## config.mk

```make
export PLATFORM = sky130hd
export DESIGN_NAME = ces_top
export DESIGN_NICKNAME = d
export VERILOG_FILES = /design/src/design/ces_pkg.sv /design/src/design/ces_top.sv /design/src/design/ces_err_state.sv /design/src/design/ces_filter_slot.sv
export VERILOG_INCLUDE_DIRS = /design/src /design/src/design
export SDC_FILE = /design/constraint.sdc
export NUM_CORES = 1
export LEC_CHECK = 0
export BUFFER_PORTS_ARGS = -buffer_cell sky130_fd_sc_hd__buf_4
export CAP_MARGIN = 20
export CORE_MARGIN = 2
export CORE_UTILIZATION = 40
export CTS_BUF_LIST = sky130_fd_sc_hd__clkbuf_8
export CTS_CLUSTER_DIAMETER = 30
export DETAILED_ROUTE_END_ITERATION = 6
export PLACE_DENSITY = 0.72
export SLEW_MARGIN = 0
export SYNTH_ARGS = -nofsm -noshare
export SYNTH_HDL_FRONTEND = slang
export SYNTH_SLANG_ARGS = --single-unit
```

## constraint.sdc

```tcl
create_clock -name pclk -period 3.3 [get_ports pclk]
set_input_delay 0.165 -clock pclk [delete_from_list [all_inputs] [get_ports pclk]]
set_output_delay 0.165 -clock pclk [all_outputs]
set_load 0.02 [all_outputs]
```

## src/design/ces_defines.svh

```systemverilog
// Offsets, field positions, limits and reset values of the CAN error status block
`ifndef CES_DEFINES_SVH
`define CES_DEFINES_SVH

// ----------------------------------------
// Register byte offsets
// ----------------------------------------
`define CES_OFF_ERR_COUNT   12'h000
`define CES_OFF_FIFO_PEND   12'h004
`define CES_OFF_FLT_CTRL1   12'h008
`define CES_OFF_IRQ_STAT    12'h00C
`define CES_OFF_IRQ_MASK    12'h010

// ----------------------------------------
// Field positions
// ----------------------------------------
`define CES_FLAG_LSB        16
`define CES_FLAG_MSB        21
`define CES_TXCNT_LSB       8
`define CES_TXCNT_MSB       15
`define CES_RXCNT_LSB       0
`define CES_RXCNT_MSB       7
`define CES_IRQ_FIFO_BIT    6
`define CES_IRQ_WIDTH       7

// ----------------------------------------
// Error state limits
// ----------------------------------------
`define CES_BUS_OFF_LIMIT   9'h100
`define CES_PASSIVE_LIMIT   9'h080
`define CES_WARN_LIMIT      9'h060

// ----------------------------------------
// Reset values
// ----------------------------------------
`define CES_RST_WORD        32'h0000_0000
`define CES_RST_IRQ         7'h00
`define CES_RST_FILTER      8'h00

`endif

```

## src/design/ces_pkg.sv

```systemverilog
// Types shared by the CAN error status block
`default_nettype none
package ces_pkg;

  // ----------------------------------------
  // Error state flags, in register bit order
  // ----------------------------------------
  typedef struct packed {
    logic tx_bus_off_flag;
    logic tx_bus_passive_flag;
    logic rx_bus_passive_flag;
    logic tx_warning_flag;
    logic rx_warning_flag;
    logic any_warning_flag;
  } ces_err_flags_t;

  // ----------------------------------------
  // One acceptance filter control byte
  // ----------------------------------------
  typedef struct packed {
    logic       enable;
    logic [1:0] mask_select;
    logic [4:0] fifo_select;
  } ces_filter_cfg_t;

endpackage : ces_pkg
`default_nettype wire

```

## src/design/ces_top.sv

```systemverilog
// CAN error state, FIFO pending and filter control register block on APB
//
// Contract
// - Bus-off flag high when transmit error count is 256 or more.
// - Transmit bus-passive flag high when transmit count is 128 or more.
// - Receive bus-passive flag high when receive count is 128 or more.
// - Transmit warning flag high only for transmit count 96 to 127.
// - Receive warning flag high only for receive count 96 to 127.
// - Combined warning flag is the OR of both warning flags.
// - Error count register: transmit count bits 15-8, receive count 7-0.
// - Bits 31-22 of the error count register read zero, ignore writes.
// - 32 read-only pending bits, one per FIFO, set while interrupts pending.
// - Each filter has an enable bit at bit 7 of its control byte.
// - Each filter has a 2-bit selector choosing acceptance mask 0 to 3.
// - Each filter has a 5-bit selector naming destination FIFO 0 to 31.
// - Filter fields change only while the filter's enable bit is zero.
`timescale 1ns/10ps
`default_nettype none
`include "ces_defines.svh"

module ces_top #(
  parameter int ADDR_W  = 12,
  parameter int NUM_FLT = 4
) (
  // Clock and reset
  input  wire logic                 pclk,
  input  wire logic                 presetn,
  // APB slave
  input  wire logic                 psel,
  input  wire logic                 penable,
  input  wire logic                 pwrite,
  input  wire logic [ADDR_W-1:0]    paddr,
  input  wire logic [31:0]          pwdata,
  input  wire logic [3:0]           pstrb,
  output logic [31:0]               prdata,
  output logic                      pready,
  output logic                      pslverr,
  // Protocol engine counters and FIFO status
  input  wire logic [8:0]           transmit_error_count,
  input  wire logic [7:0]           receive_error_count,
  input  wire logic [31:0]          fifo_irq_raw,
  // Results toward the protocol engine
  output ces_pkg::ces_err_flags_t   err_flags,
  output ces_pkg::ces_filter_cfg_t  filter_cfg [NUM_FLT],
  // Interrupt
  output logic                      irq
);

  // ----------------------------------------
  // Declarations
  // ----------------------------------------
  ces_pkg::ces_err_flags_t err_flags_next;
  logic [7:0]              tx_cnt_reg;
  logic [7:0]              rx_cnt_reg;
  logic [31:0]             fifo_irq_pending;
  logic [`CES_IRQ_WIDTH-1:0] irq_stat_reg;
  logic [`CES_IRQ_WIDTH-1:0] irq_mask_reg;
  logic [`CES_IRQ_WIDTH-1:0] irq_event;
  logic                    setup_phase;
  logic                    wr_fire;
  logic [31:0]             rd_next;
  logic                    err_next;
  logic [31:0]             filter_word;

  // ----------------------------------------
  // Address decode
  // ----------------------------------------
  function automatic logic hit(input logic [ADDR_W-1:0] a, input logic [11:0] off);
    hit = (a == ADDR_W'(off));
  endfunction : hit

  function automatic logic mapped(input logic [ADDR_W-1:0] a);
    mapped = hit(a, `CES_OFF_ERR_COUNT) || hit(a, `CES_OFF_FIFO_PEND)
             || hit(a, `CES_OFF_FLT_CTRL1) || hit(a, `CES_OFF_IRQ_STAT)
             || hit(a, `CES_OFF_IRQ_MASK);
  endfunction : mapped

  assign setup_phase = psel && !penable;
  assign wr_fire     = psel && penable && pready && pwrite && !pslverr;

  // ----------------------------------------
  // Counter capture and error flags
  // ----------------------------------------
  ces_err_state u_err_state (
    .transmit_error_count (transmit_error_count),
    .receive_error_count  (receive_error_count),
    .flags                (err_flags_next)
  );

  // Counts and flags sampled together so a read sees one coherent state
  always_ff @(posedge pclk or negedge presetn)
  begin
    if (!presetn)
    begin
      tx_cnt_reg <= 8'h00;
      rx_cnt_reg <= 8'h00;
      err_flags  <= ces_pkg::ces_err_flags_t'(6'h00);
    end
    else
    begin
      // Bit 8 shows only as the bus-off flag
      tx_cnt_reg <= transmit_error_count[7:0];
      rx_cnt_reg <= receive_error_count;
      err_flags  <= err_flags_next;
    end
  end

  // ----------------------------------------
  // FIFO pending bits
  // ----------------------------------------
  always_ff @(posedge pclk or negedge presetn)
  begin
    if (!presetn)
      fifo_irq_pending <= `CES_RST_WORD;
    else
      fifo_irq_pending <= fifo_irq_raw;
  end

  // ----------------------------------------
  // Filter control bytes
  // ----------------------------------------
  genvar g;
  generate
    for (g = 0; g < NUM_FLT; g++)
    begin : g_flt
      ces_filter_slot u_slot (
        .pclk    (pclk),
        .presetn (presetn),
        .wr_en   (wr_fire && hit(paddr, `CES_OFF_FLT_CTRL1) && pstrb[g]),
        .wr_byte (pwdata[8*g +: 8]),
        .cfg     (filter_cfg[g])
      );
      assign filter_word[8*g +: 8] = filter_cfg[g];
    end
  endgenerate

  // ----------------------------------------
  // Interrupt status and mask
  // ----------------------------------------
  // Rising edges only: a counter parked past a limit raises one event
  assign irq_event = {|(fifo_irq_raw & ~fifo_irq_pending),
                      err_flags_next & ~err_flags};

  // Hardware set wins over a same-cycle write-one clear
  always_ff @(posedge pclk or negedge presetn)
  begin
    if (!presetn)
      irq_stat_reg <= `CES_RST_IRQ;
    else if (wr_fire && hit(paddr, `CES_OFF_IRQ_STAT) && pstrb[0])
      irq_stat_reg <= (irq_stat_reg & ~pwdata[`CES_IRQ_WIDTH-1:0]) | irq_event;
    else
      irq_stat_reg <= irq_stat_reg | irq_event;
  end

  always_ff @(posedge pclk or negedge presetn)
  begin
    if (!presetn)
      irq_mask_reg <= `CES_RST_IRQ;
    else if (wr_fire && hit(paddr, `CES_OFF_IRQ_MASK) && pstrb[0])
      irq_mask_reg <= pwdata[`CES_IRQ_WIDTH-1:0];
  end

  always_ff @(posedge pclk or negedge presetn)
  begin
    if (!presetn)
      irq <= 1'b0;
    else
      irq <= |(irq_stat_reg & irq_mask_reg);
  end

  // ----------------------------------------
  // Read mux
  // ----------------------------------------
  always_comb
  begin
    rd_next  = `CES_RST_WORD;
    err_next = !mapped(paddr);
    if (hit(paddr, `CES_OFF_ERR_COUNT))
    begin
      // Upper bits stay zero; writes to this word are dropped
      rd_next[`CES_FLAG_MSB:`CES_FLAG_LSB]   = err_flags;
      rd_next[`CES_TXCNT_MSB:`CES_TXCNT_LSB] = tx_cnt_reg;
      rd_next[`CES_RXCNT_MSB:`CES_RXCNT_LSB] = rx_cnt_reg;
    end
    else if (hit(paddr, `CES_OFF_FIFO_PEND))
      rd_next = fifo_irq_pending;
    else if (hit(paddr, `CES_OFF_FLT_CTRL1))
      rd_next = filter_word;
    else if (hit(paddr, `CES_OFF_IRQ_STAT))
      rd_next[`CES_IRQ_WIDTH-1:0] = irq_stat_reg;
    else if (hit(paddr, `CES_OFF_IRQ_MASK))
      rd_next[`CES_IRQ_WIDTH-1:0] = irq_mask_reg;
  end

  // ----------------------------------------
  // APB answer
  // ----------------------------------------
  // Answer is prepared in the setup cycle so every output is a flop
  always_ff @(posedge pclk or negedge presetn)
  begin
    if (!presetn)
    begin
      pready  <= 1'b0;
      pslverr <= 1'b0;
      prdata  <= `CES_RST_WORD;
    end
    else if (setup_phase)
    begin
      pready  <= 1'b1;
      pslverr <= err_next;
      prdata  <= pwrite ? `CES_RST_WORD : rd_next;
    end
    else
    begin
      pready  <= 1'b0;
      pslverr <= 1'b0;
      prdata  <= `CES_RST_WORD;
    end
  end

endmodule : ces_top
`default_nettype wire

```

## src/design/ces_err_state.sv

```systemverilog
// Error state flag derivation from the two error counters
`timescale 1ns/10ps
`default_nettype none
`include "ces_defines.svh"

module ces_err_state (
  // Counters
  input  wire logic [8:0]          transmit_error_count,
  input  wire logic [7:0]          receive_error_count,
  // Flags
  output ces_pkg::ces_err_flags_t  flags
);

  logic [8:0] rx_wide;

  assign rx_wide = {1'b0, receive_error_count};

  always_comb
  begin
    flags.tx_bus_off_flag     = transmit_error_count >= `CES_BUS_OFF_LIMIT;
    flags.tx_bus_passive_flag = transmit_error_count >= `CES_PASSIVE_LIMIT;
    flags.rx_bus_passive_flag = rx_wide >= `CES_PASSIVE_LIMIT;
    flags.tx_warning_flag     = (transmit_error_count >= `CES_WARN_LIMIT)
                                && (transmit_error_count < `CES_PASSIVE_LIMIT);
    flags.rx_warning_flag     = (rx_wide >= `CES_WARN_LIMIT)
                                && (rx_wide < `CES_PASSIVE_LIMIT);
    flags.any_warning_flag    = flags.tx_warning_flag
                                || flags.rx_warning_flag;
  end

endmodule : ces_err_state
`default_nettype wire

```

## src/design/ces_filter_slot.sv

```systemverilog
// One acceptance filter control byte with its reconfiguration lock
`timescale 1ns/10ps
`default_nettype none
`include "ces_defines.svh"

module ces_filter_slot (
  // Clock and reset
  input  wire logic                 pclk,
  input  wire logic                 presetn,
  // Byte write
  input  wire logic                 wr_en,
  input  wire logic [7:0]           wr_byte,
  // Filter setting
  output ces_pkg::ces_filter_cfg_t  cfg
);

  ces_pkg::ces_filter_cfg_t wr_cfg;

  assign wr_cfg = ces_pkg::ces_filter_cfg_t'(wr_byte);

  // Enabled filter keeps its fields; only the enable may be dropped
  always_ff @(posedge pclk or negedge presetn)
  begin
    if (!presetn)
      cfg <= ces_pkg::ces_filter_cfg_t'(`CES_RST_FILTER);
    else if (wr_en && !cfg.enable)
      cfg <= wr_cfg;
    else if (wr_en)
      cfg.enable <= wr_cfg.enable;
  end

endmodule : ces_filter_slot
`default_nettype wire

```

==> reports/qor.csv <==
metric,value,unit
Initial Utilization,0.4106,
clock slew at reported path FFs,80,ps
vias post-DR,4726,
gp weighted congestion,0.9336,
slew margin rel.,0.4751,
largest fanout on the critical path,10,
WL per Instance,18.39,um
share of the synthesized area in the top cell type,0.6213,
Post-DP Area,6925,sq um
Final TNS setup,0,ps
post-DP HPWL,11.36,mm
"Req. time, crit path",3620,ps
Area contributors post-synth,"dfrtp_1, mux2_2, nor2_1",
Finished Layout Cells,907,
share of cells above drive strength 1,0.3584,
clk_lat worst skew,440,ps
Synth Net Count,561,
final setup fails,0,
RSZ-0062 raised after global routing,false,
Placement Rows,42,
"Worst Path Class, Setup",reg -> reg,
peak supply drop,0.1891,mV
Sink Count,135,
PwrDens,423.8,nW/um^2
Ys Warns,0,
syn avg cell area,11.85,sq um
Routed Antenna Nets,0,
CTS Buf Count,17,
Hold WC Path Type,in -> reg,
largest net degree at the start of global routing,118,
H-Tree Depth,4,
Clock Skew,15.55,ps
Root Driver,clkbuf_8,
# IOs,175,
Final Max Slew Viols,0,
antenna cells,0,
Die ar.,14540,sq um
Crit-path slowest cell,or4bb_1,
drt initial violations,270,
Synth async-reset ratio,1.000,
Regs by FF count,"fifo_irq_pending x32, g_flt.u_slot.cfg x32, prdata x32",
Die Width,120.6,um
DRT Pass-1 Iters,4,
PortBufs,174,
CP max stage delay,740,ps
Post-synth EDFFs,0,
CTS resizes,0,
layout net count,820,
die height,120.6,um
antenna violations before repair,0,
fmax,432.9,MHz
Residual DRC,0,
Final Cell Area,8195,sq um
Synth Instances,459,
mapped cell area,5438,sq um
sequential standard cell area,3378,sq um
TritonCTS clock tree,yes,
Most used DFF post-synth,dfrtp_1,
dpl cells,792,
multi-input logic area,1856,sq um
"Period Utilization, post-route",0.7000,
area grow syn2layout,50.71,%
clk buf depth,2,
core box area,13240,sq um
post-layout min period,2310,ps
LEAKAGE,3.876,nW
Tot GR Track Use,0.2396,
final WL,16.68,mm
layout filler cell count,1031,
Critical Path AT,2630,ps
#FFs+latches synth,135,
vias in the first global route,5007,
number of max-cap violations,0,
Crit. End Element,register,
worst slew pin tran,780.8,ps
Yosys top cell by area,dfrtp_1,
outcome,"complete, no violations",
sequential area share after synthesis,0.6213,
gr ovfl total,0,
CP cell instances,"nand3_1, or4bb_1, nor3_2, mux2_2",
global-route wire length before repair,26.28,mm
Vias/cell,5.211,
"Hold Vio Cnt, Final",0,
Synth cell types,37,
crit path launch type,register,
synthesized netlist by cell type (2+ instances only):
library cell and count:
nand2_1 24, inv_1 31, dfrtp_1 135, o21a_1 7, nor4_2 3, o2111ai_1 4
nor3_1 2, nand3_1 6, nor2_1 47, nand4_1 2, o21ai_0 20, a2111oi_0 15
mux2_2 39, o221ai_1 7, a21oi_1 15, o31ai_1 7, o22ai_1 8, a22oi_1 12
nor4_4 2, nand2b_1 16, nand3b_1 7, or4_1 3, nor4b_1 7, clkbuf_1 22
nor4_1 5, or3_1 2
area by class of cell:
| type | instances | area share |
|---|---|---|
| clock buffer | 18 | 0.03023 |
| sequential | 135 | 0.4122 |
| inverter | 31 | 0.01420 |
| timing repair buffer | 263 | 0.2689 |
| tap | 176 | 0.02687 |
| clock inverter | 14 | 0.02122 |
| multi-input combinational | 270 | 0.2264 |
per-stage QoR:
stage / power, mW / worst slack [ps] / util / hold slack (ps)
after CTS: 3.495 / 986.3 / 0.6168 / 0.3030
after global placement: 1.985 / 772.8 / 0.5230 / 276.5
after floorplan: 1.815 / 1092 / - / -130.6
final: 3.473 / 990.1 / 0.6189 / 52.79
after global routing: 3.613 / 896.0 / 0.6189 / 42.41
after detailed placement: 1.992 / 722.4 / 0.5230 / 275.6
report_power, final:
group	internal, mW	switching, mW	total (mW)
registers	1.69	0.0215	1.71
logic	0.183	0.153	0.336
clock network	0.773	0.655	1.43
logic make-up (layout without fill, tap and decap cells):
group	count (synthesis)	count (layout)	synth area share
AOI/OAI and AO/OA	96	96	0.1210
muxes	39	39	0.08076
DFF	135	135	0.6213
and+or+nand+nor	135	135	0.1394
buffers and inverters	54	326	0.03750
worst max-delay path: cells and delay by family, from the launching register on:
kind             cells  cell delay, ps
flip-flops           1             350
multiplexers         1             400
AND/OR/NAND/NOR      3            1430
path summary, 6_finish.rpt:
kind / from / end / slack (ps) / depth (start not counted)
setup reg to reg: pready$_DFF_PN0_ / g_flt[0].u_slot.cfg[5]$_DFFE_PN0P_ / 990 / 4
hold / removal: psel / pready$_DFF_PN0_ / 50 / 3
setup / recovery: pready$_DFF_PN0_ / g_flt[0].u_slot.cfg[5]$_DFFE_PN0P_ / 990 / 4
hold reg to reg: err_flags[5]$_DFF_PN0_ / irq_stat_reg[5]$_DFF_PN0_ / 520 / 1
min in group asynchronous: presetn / g_flt[2].u_slot.cfg[5]$_DFFE_PN0P_ / 150 / 2
max in group asynchronous: presetn / tx_cnt_reg[7]$_DFF_PN0_ / 2420 / 3
layout by cell type (no fill, tap or decap), drive strengths merged:
| master | Yosys | layout |
|---|---|---|
| or4 | 3 | 3 |
| nor3 | 3 | 3 |
| o21a | 7 | 7 |
| dlygate4sd3 | 0 | 82 |
| o22ai | 8 | 8 |
| nand2b | 16 | 16 |
| clkinvlp | 0 | 3 |
| nand4 | 3 | 3 |
| bufinv | 0 | 3 |
| and2 | 1 | 1 |
| nand3 | 6 | 6 |
| or3b | 2 | 2 |
| nand3b | 7 | 7 |
| clkinv | 0 | 4 |
| mux2 | 39 | 39 |
| nand2 | 24 | 24 |
| a222oi | 1 | 1 |
| inv | 31 | 35 |
| or4bb | 1 | 1 |
| dfrtp | 135 | 135 |
| nor2 | 48 | 48 |
| a2111oi | 15 | 15 |
| nor4b | 7 | 7 |
| or3 | 2 | 2 |
| or2 | 1 | 1 |
| o221ai | 7 | 7 |
| buf | 1 | 181 |
| o31ai | 7 | 7 |
| nor4 | 10 | 10 |
| a21oi | 15 | 15 |
| nor2b | 1 | 1 |
| clkbuf | 22 | 18 |
| o2111ai | 4 | 4 |
| o21ai | 20 | 20 |
| a22oi | 12 | 12 |
what timing repair did:
item	4_1_cts	5_1_grt
hold buffers	82	0
hold endpoints to repair	208	0
setup buffers	0	0
routing by layer:
layer  up-vias  wire length, um  global-route usage
met4         0              533              0.1068
li1       2159                -                   -
met1      2332             6523              0.2967
met5         -                0                   0
met2       195             8628              0.4054
met3        40              992             0.04906
Note: power is estimated with default switching activity, not from simulation.
